<file path="src/cbt_map.svh">
`ifndef CBT_MAP_SVH
`define CBT_MAP_SVH

// Register access command codes
`define CBT_OPC_WRITE     8'h1a
`define CBT_OPC_READ      8'hd8

// Register reset value and field layout
`define CBT_REG_RESET     8'h00
`define CBT_TRIPLE_BIT    7
`define CBT_SEG2_MSB      6
`define CBT_SEG2_LSB      4
`define CBT_SEG1_MSB      3
`define CBT_SEG1_LSB      0

// Primary control mode field: the top bit flags init mode
`define CBT_MODE_INIT_BIT 2

// Least legal nominal bit time in quanta
`define CBT_MIN_BIT_TQ    5'h08

`endif

</file>
<file path="src/cbt_pkg.sv">
package cbt_pkg;

    // Layout of the segment timing register
    typedef struct packed {
        logic       tripleSampleSelect;
        logic [2:0] secondSegmentLen;
        logic [3:0] firstSegmentLen;
    } cbt_segments_t;

    // Bit time phases, Gray coded along sync, seg1, seg2
    typedef enum logic [1:0] {
        CBT_SYNC = 2'b00,
        CBT_SEG1 = 2'b01,
        CBT_SEG2 = 2'b11
    } cbt_phase_t;

    // Main block state
    typedef struct packed {
        logic          rxMeta;
        logic          rxSync;
        cbt_segments_t segments;
        cbt_phase_t    phase;
        logic [3:0]    tqCnt;
        logic          samplePoint;
        logic          bitStart;
        logic          rxBit;
        logic [7:0]    rdData;
        logic          wrRefused;
        logic          cfgValid;
    } cbt_state_t;

    // Sampler history of the two previous quantum samples
    typedef struct packed {
        logic [1:0] hist;
    } cbt_hist_t;

    // Two of three vote
    function automatic logic cbt_majority(input logic [2:0] v);
        return (v[0] & v[1]) | (v[0] & v[2]) | (v[1] & v[2]);
    endfunction

endpackage

</file>
<file path="src/cbt_bit_timing.sv">
// What this block does
// - Flag set takes three samples of each received bit, flag clear takes one.
// - The bus is sampled at the end of the first segment, where it meets the second.
// - Register writes are taken only in init mode; outside it a write is refused and wrRefused pulses.
// - The second segment lasts its field plus one quanta, code zero being invalid.
// - The first segment lasts its field plus one quanta, code zero being invalid.
`timescale 1ns/10ps
`include "cbt_map.svh"

module cbt_bit_timing (
    input  wire logic                 mclk,
    input  wire logic                 reset,
    input  wire logic                 cmdValid,
    input  wire logic [7:0]           cmdOpcode,
    input  wire logic [7:0]           cmdWrData,
    input  wire logic [2:0]           modeField,
    input  wire logic                 quantumTick,
    input  wire logic                 canRxPin,
    output logic [7:0]                rdData,
    output logic                      wrRefused,
    output cbt_pkg::cbt_segments_t    segments,
    output logic                      cfgValid,
    output logic                      samplePoint,
    output logic                      bitStart,
    output logic                      rxBit
);

    cbt_pkg::cbt_state_t s;
    cbt_pkg::cbt_state_t n;
    logic                voteBit;
    logic                seg1Last;
    logic                seg2Last;
    logic [4:0]          len1;
    logic [4:0]          len2;

    ////////////////////////////////////////////////////////////////////////
    // Majority vote over the synchronised line
    cbt_sampler u_sampler (
        .mclk        (mclk),
        .reset       (reset),
        .quantumTick (quantumTick),
        .rxIn        (s.rxSync),
        .voteBit     (voteBit)
    );

    // Last quantum of each segment: count runs from zero to the field code
    assign seg1Last = (s.tqCnt == s.segments.firstSegmentLen);
    assign seg2Last = (s.tqCnt == {1'b0, s.segments.secondSegmentLen});

    ////////////////////////////////////////////////////////////////////////
    // Next state
    always_comb begin
        n             = s;
        n.rxMeta      = canRxPin;
        n.rxSync      = s.rxMeta;
        n.samplePoint = 1'b0;
        n.bitStart    = 1'b0;
        n.wrRefused   = 1'b0;
        // Register access; a refused write leaves the timing untouched
        if (cmdValid && cmdOpcode == `CBT_OPC_WRITE) begin
            if (modeField[`CBT_MODE_INIT_BIT]) begin
                n.segments = cmdWrData;
            end else begin
                n.wrRefused = 1'b1;
            end
        end
        if (cmdValid && cmdOpcode == `CBT_OPC_READ) begin
            n.rdData = s.segments;
        end
        // Bit time walk, one step per quantum
        if (quantumTick) begin
            unique case (s.phase)
                cbt_pkg::CBT_SYNC: begin
                    n.phase    = cbt_pkg::CBT_SEG1;
                    n.tqCnt    = '0;
                end
                cbt_pkg::CBT_SEG1: begin
                    if (seg1Last) begin
                        n.phase       = cbt_pkg::CBT_SEG2;
                        n.tqCnt       = '0;
                        n.samplePoint = 1'b1;
                        // Triple vote or the single current sample
                        n.rxBit       = s.segments.tripleSampleSelect ? voteBit : s.rxSync;
                    end else begin
                        n.tqCnt = s.tqCnt + 4'h1;
                    end
                end
                cbt_pkg::CBT_SEG2: begin
                    if (seg2Last) begin
                        n.phase    = cbt_pkg::CBT_SYNC;
                        n.tqCnt    = '0;
                        n.bitStart = 1'b1;
                    end else begin
                        n.tqCnt = s.tqCnt + 4'h1;
                    end
                end
                default: begin
                    // Illegal code: restart the bit
                    n.phase = cbt_pkg::CBT_SYNC;
                    n.tqCnt = '0;
                end
            endcase
        end
        // Advisory check of host settings; jump width is held elsewhere
        n.cfgValid = (n.segments.secondSegmentLen != 3'h0) && (n.segments.firstSegmentLen != 4'h0)
                   && (n.segments.firstSegmentLen >= {1'b0, n.segments.secondSegmentLen})
                   && (5'h01 + {1'b0, n.segments.firstSegmentLen} + 5'h01
                       + {2'h0, n.segments.secondSegmentLen} + 5'h01 >= `CBT_MIN_BIT_TQ);
    end

    ////////////////////////////////////////////////////////////////////////
    // State register
    always_ff @(posedge mclk or posedge reset) begin
        if (reset) begin
            s          <= '0;
            s.segments <= `CBT_REG_RESET;
        end else begin
            s <= n;
        end
    end

    // Outputs straight from flops
    assign rdData      = s.rdData;
    assign wrRefused   = s.wrRefused;
    assign segments    = s.segments;
    assign cfgValid    = s.cfgValid;
    assign samplePoint = s.samplePoint;
    assign bitStart    = s.bitStart;
    assign rxBit       = s.rxBit;

    // Segment lengths in quanta, for checking only
    assign len1 = {1'b0, s.segments.firstSegmentLen} + 5'h01;
    assign len2 = {2'h0, s.segments.secondSegmentLen} + 5'h01;

    ////////////////////////////////////////////////////////////////////////
    // Checks
    property p_write_blocked;
        @(posedge mclk) disable iff (reset)
        (cmdValid && cmdOpcode == `CBT_OPC_WRITE && !modeField[`CBT_MODE_INIT_BIT])
        |=> (segments == $past(segments)) && wrRefused;
    endproperty
    a_write_blocked: assert property (p_write_blocked) else $error("write outside init mode changed timing");

    property p_seg2_len;
        @(posedge mclk) disable iff (reset)
        (s.phase == cbt_pkg::CBT_SEG2 && quantumTick && {1'b0, s.tqCnt} == len2 - 5'h01)
        |=> (s.phase == cbt_pkg::CBT_SYNC) && bitStart;
    endproperty
    a_seg2_len: assert property (p_seg2_len) else $error("second segment length wrong");

    property p_seg1_len;
        @(posedge mclk) disable iff (reset)
        (s.phase == cbt_pkg::CBT_SEG1 && quantumTick && {1'b0, s.tqCnt} < len1 - 5'h01)
        |=> (s.phase == cbt_pkg::CBT_SEG1) && !samplePoint;
    endproperty
    a_seg1_len: assert property (p_seg1_len) else $error("first segment ended early");

    property p_sample_at_seg1_end;
        @(posedge mclk) disable iff (reset)
        samplePoint |-> $past(s.phase) == cbt_pkg::CBT_SEG1 && s.phase == cbt_pkg::CBT_SEG2 && s.tqCnt == 4'h0;
    endproperty
    a_sample_at_seg1_end: assert property (p_sample_at_seg1_end) else $error("sample not at segment boundary");

    property p_single_sample;
        @(posedge mclk) disable iff (reset)
        (samplePoint && !segments.tripleSampleSelect && $stable(segments)) |-> rxBit == $past(s.rxSync);
    endproperty
    a_single_sample: assert property (p_single_sample) else $error("single sample value wrong");

    property p_triple_sample;
        @(posedge mclk) disable iff (reset)
        (samplePoint && segments.tripleSampleSelect && $stable(segments)) |-> rxBit == $past(voteBit);
    endproperty
    a_triple_sample: assert property (p_triple_sample) else $error("triple sample vote wrong");

    property p_sync_one_quantum;
        @(posedge mclk) disable iff (reset)
        (s.phase == cbt_pkg::CBT_SYNC && quantumTick) |=> s.phase == cbt_pkg::CBT_SEG1 && s.tqCnt == 4'h0;
    endproperty
    a_sync_one_quantum: assert property (p_sync_one_quantum) else $error("sync segment not one quantum");

    property p_write_taken;
        @(posedge mclk) disable iff (reset)
        (cmdValid && cmdOpcode == `CBT_OPC_WRITE && modeField[`CBT_MODE_INIT_BIT])
        |=> (segments == $past(cmdWrData)) && !wrRefused;
    endproperty
    a_write_taken: assert property (p_write_taken) else $error("write in init mode not taken");

    property p_refusal_cause;
        @(posedge mclk) disable iff (reset)
        wrRefused |-> $past(cmdValid) && $past(cmdOpcode) == `CBT_OPC_WRITE && !$past(modeField[`CBT_MODE_INIT_BIT]);
    endproperty
    a_refusal_cause: assert property (p_refusal_cause) else $error("refusal without a blocked write");

    property p_seg1_end;
        @(posedge mclk) disable iff (reset)
        (s.phase == cbt_pkg::CBT_SEG1 && quantumTick && {1'b0, s.tqCnt} == len1 - 5'h01)
        |=> (s.phase == cbt_pkg::CBT_SEG2) && samplePoint;
    endproperty
    a_seg1_end: assert property (p_seg1_end) else $error("first segment ran too long");

    property p_seg2_early;
        @(posedge mclk) disable iff (reset)
        (s.phase == cbt_pkg::CBT_SEG2 && quantumTick && {1'b0, s.tqCnt} < len2 - 5'h01)
        |=> (s.phase == cbt_pkg::CBT_SEG2) && !bitStart;
    endproperty
    a_seg2_early: assert property (p_seg2_early) else $error("second segment ended early");

    property p_sample_on_tick;
        @(posedge mclk) disable iff (reset)
        samplePoint |-> $past(quantumTick);
    endproperty
    a_sample_on_tick: assert property (p_sample_on_tick) else $error("sample point off a quantum edge");

    property p_bit_start_on_tick;
        @(posedge mclk) disable iff (reset)
        bitStart |-> $past(quantumTick) && s.phase == cbt_pkg::CBT_SYNC;
    endproperty
    a_bit_start_on_tick: assert property (p_bit_start_on_tick) else $error("bit start off sync quantum");

endmodule

</file>
<file path="src/cbt_sampler.sv">
`timescale 1ns/10ps
`include "cbt_map.svh"

module cbt_sampler (
    input  wire logic mclk,
    input  wire logic reset,
    input  wire logic quantumTick,
    input  wire logic rxIn,
    output logic      voteBit
);

    cbt_pkg::cbt_hist_t s;
    cbt_pkg::cbt_hist_t n;

    ////////////////////////////////////////////////////////////////////////
    // Keep the last two quantum samples; the vote includes the current one
    always_comb begin
        n = s;
        if (quantumTick) begin
            n.hist = {s.hist[0], rxIn};
        end
    end

    // Vote over three consecutive quanta ending now
    assign voteBit = cbt_pkg::cbt_majority({s.hist, rxIn});

    always_ff @(posedge mclk or posedge reset) begin
        if (reset) begin
            s <= '0;
        end else begin
            s <= n;
        end
    end

endmodule

</file>
<file path="config.mk">
export PLATFORM = sky130hd
export DESIGN_NAME = cbt_bit_timing
export DESIGN_NICKNAME = d
export VERILOG_FILES = /design/src/cbt_pkg.sv /design/src/cbt_bit_timing.sv /design/src/cbt_sampler.sv
export VERILOG_INCLUDE_DIRS = /design/src
export SDC_FILE = /design/constraint.sdc
export NUM_CORES = 1
export LEC_CHECK = 0
export BUFFER_PORTS_ARGS = -buffer_cell sky130_fd_sc_hd__buf_2
export CAP_MARGIN = 20
export CORE_ASPECT_RATIO = 1.5
export CORE_MARGIN = 2
export CORE_UTILIZATION = 42
export DETAILED_ROUTE_END_ITERATION = 7
export PLACE_DENSITY = 0.74
export SLEW_MARGIN = 20
export SYNTH_ARGS = -nofsm -noshare
export SYNTH_HDL_FRONTEND = slang
export SYNTH_SLANG_ARGS = --single-unit
export TNS_END_PERCENT = 100
</file>
<file path="constraint.sdc">
create_clock -name mclk -period 5 [get_ports mclk]
set_clock_uncertainty 0.2 [all_clocks]
set_input_delay 1.5 -clock mclk [delete_from_list [all_inputs] [get_ports mclk]]
set_output_delay 1.5 -clock mclk [all_outputs]
set_load 0.01 [all_outputs]
</file>
==> results of run 1 <==
[report_power, final]
part           total (mW)  switching [mW]  internal (mW)
Sequential          0.304          0.0256          0.278
Combinational       0.141          0.0792         0.0619
Clock               0.230          0.0840          0.146
[through the flow]
stage	instance area (sq um)	setup slack (ps)	std cells
3_5_place_dp	1880	347	232
3_3_place_gp	1880	347	232
5_1_grt	1990	438	239
4_1_cts	1990	622	239
2_1_floorplan	1750	579	164
6_report	1990	641	239
[path summary, 6_finish.rpt]
kind	depth (start not counted)	slack [ps]	endpoint
min	0	150	s[27]
max in group asynchronous	3	3240	rdData[3]
min reg2reg	0	150	s[27]
min in group asynchronous	3	1080	rdData[0]
max reg2reg	8	2580	cfgValid
max	11	640	cfgValid
[Yosys cell counts]
master,count
a211oi_1,1
a21oi_1,4
a311oi_1,1
a31oi_1,2
and4_1,1
buf_2,1
buf_4,17
clkbuf_1,3
dfrtp_1,31
fa_1,1
ha_1,8
inv_1,16
maj3_1,1
mux2_2,16
mux2_4,1
mux2i_1,3
nand2_1,9
nand2b_1,4
nand3_1,4
nand4_1,2
nand4b_1,1
nand4bb_1,1
nor2_1,6
nor3_1,4
nor4_1,3
nor4b_1,1
o21ai_0,4
o21bai_1,2
o22a_1,1
o22ai_1,1
o2bb2ai_1,1
o311a_1,1
o31a_1,1
or3b_1,1
or4_1,1
xnor2_1,2
xor2_1,7
[state kept, by name (all words and copies together), names as in the netlist]
signal / count
rxBit: 1
s: 7
n: 1
cfgValid: 1
wrRefused: 1
rdData: 8
bitStart: 1
samplePoint: 1
segments: 8
u_sampler.s: 2
[area by class of cell]
type	count	area (sq um)
fill	379	1970
sequential	31	776
multi-input combinational	96	767
timing repair buffer	44	225
clock buffer	6	72.6
inverter	16	60.1
tap	45	56.3
clock inverter	1	30.0
[cell families after synthesis]
family / after synthesis / share of synthesized area [%]
and+or+nand+nor: 38 / 11.8
buffers and inverters: 37 / 11.7
DFF: 31 / 44.4
muxes: 20 / 12.9
AOI/OAI and AO/OA: 19 / 7.24
adders and majority gates: 10 / 7.45
xor gates and xnor gates: 9 / 4.51
[per-layer routing]
metal  vias up  GRT usage [%]
met5         -              0
met4         0           7.14
met3         7           4.21
met2        28           26.5
met1       590           17.5
li1        604              -
==> impl_metrics.tcl, run 1 <==
set metrics [dict create \
    rows 28 \
    dr_wl_met3_microns 140 \
    cp_slowest_cell "or4_1" \
    path_buf_inv 2 \
    path_class "in2reg" \
    cp.arrival_ps 4380 \
    slowest_delay_ps 610 \
    diodes 0 \
    cp-start-kind "input pin" \
    worstSetupStartpoint "cmdOpcode[7]" \
    yosysSeqAreaShare_pct 44.4 \
    synthCells 164 \
    status "complete, no violations" \
    worst_ir_drop_vdd_mv 0.251 \
    clock_path_buffers 2 \
    slew_headroom_pct 59.0 \
    layout_common_cells "42 x buf_2, 31 x dfrtp_1, 16 x mux2_2, 16 x inv_1, 9 x nand2_1" \
    core_sq_mm 0.00396 \
    p_leak_nw 1.08 \
    setup_violations 0 \
    cellPowerDensity_mw_per_mm2 339 \
    worst_pin_slew_ps 610 \
    drive_above_1_share_pct 34.5 \
    cap_violations 0 \
    crit_path_max_fanout 9 \
    grt_first_pass_wirelength_microns 5620 \
    viasPerCell 5.14 \
    synth_nets 197 \
    fin_setup_tns_ps 0 \
    start_util_pct 44.1 \
    r2r-start "segments[2]" \
    die_h_microns 83.0 \
    cts-hold-fix-buffers 0 \
    final_util_pct 50.2 \
    port_buffers 42 \
    ant_nets 0 \
    rsz0062_at_grt "no" \
    required_ps 5020 \
    synth_top_area_cell "dfrtp_1" \
    hpwl_microns 2490 \
    drt_first_pass_iters 3 \
    min_period_ps 4360 \
    netlist_area_sq_mm 0.00175 \
    grt_pass1_vias 1241 \
    hold_class "reg2reg" \
    yosysUniqueCellTypes 37 \
    syn_area_per_cell_sq_um 10.7 \
    cts_root_buffer "clkbuf_8" \
    clk_latency_ps 280 \
    cts_tree "yes" \
    min_from "n[27]" \
    grt_usage_pct 15.5 \
    gr-total-overflow 0 \
    hold_ws_ps 154 \
    wirelength_met1_microns 1280 \
    gp_congestion 0.849 \
    die_area_sq_mm 0.00470 \
    cts_setup_buffers 0 \
    crit_family "simple AND/OR/NAND/NOR gates" \
    worstSetupEndpointType "flop" \
    highest_layer "met4" \
    syn_to_final_growth_pct 13.8 \
    ys_top_cells_by_area "dfrtp_1 44%, mux2_2 10%, buf_4 7.3%, ha_1 5.7%, xor2_1 3.5%" \
    drtIter0Drc 10 \
    power_mw 0.675 \
    final_common_cell "buf_2" \
    clock_sinks 31 \
    drt-total-wl_microns 3180 \
    synth_top_area_share_pct 44.4 \
    cts_buffers 5 \
    die_x_microns 56.7 \
    path_cells "buf_2 > or3b_1 > or4_1 > mux2_2 > ha_1 > inv_1 > fa_1 > nand2b_1 > a21oi_1 > a211oi_1 > o311a_1" \
    grt_max_degree 32 \
    hold_violations 0 \
    max_freq_ghz 0.229 \
    final_max_slew_viol_count 0 \
    htree_levels 2 \
    clkTransAtPathRegs_ps 60 \
    fin_nets 227 \
    yosysWarnings 0 \
    grt_antenna_before_repair 0 \
    ys_ff_latch 31 \
    io_pins 45 \
    wire_per_inst_microns 13.3 \
    dr_wl_met2_microns 1690 \
    vias 1229 \
    post_cts_resized 0 \
    period_share_pct 87.2 \
    drc 0 \
]
(Power assumes the default switching activity.)
==> run 2, diff against run 1 <==
MAX_ROUTING_LAYER = met4   (was unset)
==> impl_metrics.tcl, run 2 (same netlist as run 1, synthesis figures left out) <==
set metrics [dict create \
    post_cts_resized 0 \
    start_util_pct 44.1 \
    hold_violations 0 \
    clock_path_buffers 2 \
    fin_setup_tns_ps 0 \
    path_class "in2reg" \
    io_pins 45 \
    vias 1233 \
    cts_root_buffer "clkbuf_8" \
    final_common_cell "buf_2" \
    core_sq_mm 0.00396 \
    dp.cells 232 \
    cts-hold-fix-buffers 0 \
    grt_usage_pct 15.9 \
    fin_nets 227 \
    viasPerCell 5.16 \
    cp-start-kind "input pin" \
    rsz0062_at_grt "no" \
    worstSetupEndpointType "flop" \
    min_to "s[27]" \
    cap_violations 0 \
    required_ps 5020 \
    drtIter0Drc 11 \
    slew_headroom_pct 60.1 \
    cts_buffers 5 \
    grt_first_pass_wirelength_microns 5620 \
    grt_antenna_before_repair 0 \
    max_freq_ghz 0.229 \
    final_util_pct 50.2 \
    period_share_pct 87.2 \
    min_path_cells 0 \
    worst_pin_slew_ps 592 \
    htree_levels 2 \
    min_from "n[27]" \
    drc 0 \
    ff2ff_setup_slack_ps 2580 \
    drt-total-wl_microns 3180 \
    cts_setup_buffers 0 \
    cellPowerDensity_mw_per_mm2 339 \
    layout_common_cells "42 x buf_2, 31 x dfrtp_1, 16 x mux2_2, 16 x inv_1, 9 x nand2_1" \
    min_period_ps 4360 \
    port_buffers 42 \
    wire_per_inst_microns 13.3 \
    grt_pass1_vias 1242 \
    rows 28 \
    r2r-start "segments[2]" \
    clk_latency_ps 280 \
    pre_cts_slack_ps 347 \
    final_max_slew_viol_count 0 \
    cts_tree "yes" \
    cp.arrival_ps 4380 \
    hpwl_microns 2490 \
    status "complete, no violations" \
    setup_ws_ps 641 \
    drt_first_pass_iters 4 \
    crit_path_max_fanout 9 \
    worst_ir_drop_vdd_mv 0.250 \
    drive_above_1_share_pct 34.5 \
    r2r-end "cfgValid" \
    die_area_sq_mm 0.00470 \
    worstRegToRegCells 8 \
    diodes 0 \
    gp_congestion 0.862 \
    syn_to_final_growth_pct 13.8 \
    setup_violations 0 \
    ant_nets 0 \
    gr-total-overflow 0 \
    hold_class "reg2reg" \
    die_h_microns 83.0 \
    grt_max_degree 32 \
    p_leak_nw 1.08 \
    fin_cells 239 \
    clkTransAtPathRegs_ps 60 \
    fill_cells 379 \
    die_x_microns 56.7 \
    clock_sinks 31 \
]
==> run 2: cell counts in the layout (fill, tap and decap cells not counted) <==
Identical to the previous run, type by type.
==> run 2: report_power, final <==
part / internal [mW] / switching [mW]
clock: 0.146 / 0.0838
sequential: 0.278 / 0.0255
combinational: 0.0619 / 0.0790
==> run 2: per-layer routing <==
| layer | up-vias | track usage (%) | part of all wire, % |
|---|---|---|---|
| met3 | 7 | 4.21 | 4.5 |
| li1 | 604 | - | - |
| met5 | - | - | 0 |
| met4 | 0 | 7.14 | 2.1 |
| met2 | 28 | 26.5 | 53 |
| met1 | 594 | 17.5 | 40 |
==> run 2: critical path: stages <==
cell and delay [ps]:
buf_2 110, or3b_1 370, or4_1 610, mux2_2 380, ha_1 330, inv_1 70, fa_1 440, nand2b_1 80
a21oi_1 60, a211oi_1 210, o311a_1 200
==> run 2: through the flow <==
step	instance area [sq um]	hold WS (ps)	power, mW
after floorplan	1750	131	0.410
after global placement	1880	135	0.448
after detailed placement	1880	146	0.450
after CTS	1990	160	0.682
after global routing	1990	164	0.715
final	1990	154	0.674
==> run 2: final cells by class <==
cell class,instances,area [sq um],area share (%)
clock buffers,6,72.6,3.65
clock inverters,1,30.0,1.51
inverters,16,60.1,3.02
multi-input cells,96,767,38.6
flip-flops and latches,31,776,39.0
well taps,45,56.3,2.83
repair buffers,44,225,11.3
==> run 2: how the worst max path moves through the flow <==
stage                      start        to  cells past startpoint  slack [ps]
global placement    cmdOpcode[7]  cfgValid                     11         350
global route        cmdOpcode[7]  cfgValid                     12         440
detailed placement  cmdOpcode[7]  cfgValid                     12         350
CTS                 cmdOpcode[7]  cfgValid                     11         620
floorplan           cmdOpcode[7]  cfgValid                     13         580
finish              cmdOpcode[7]  cfgValid                     11         640
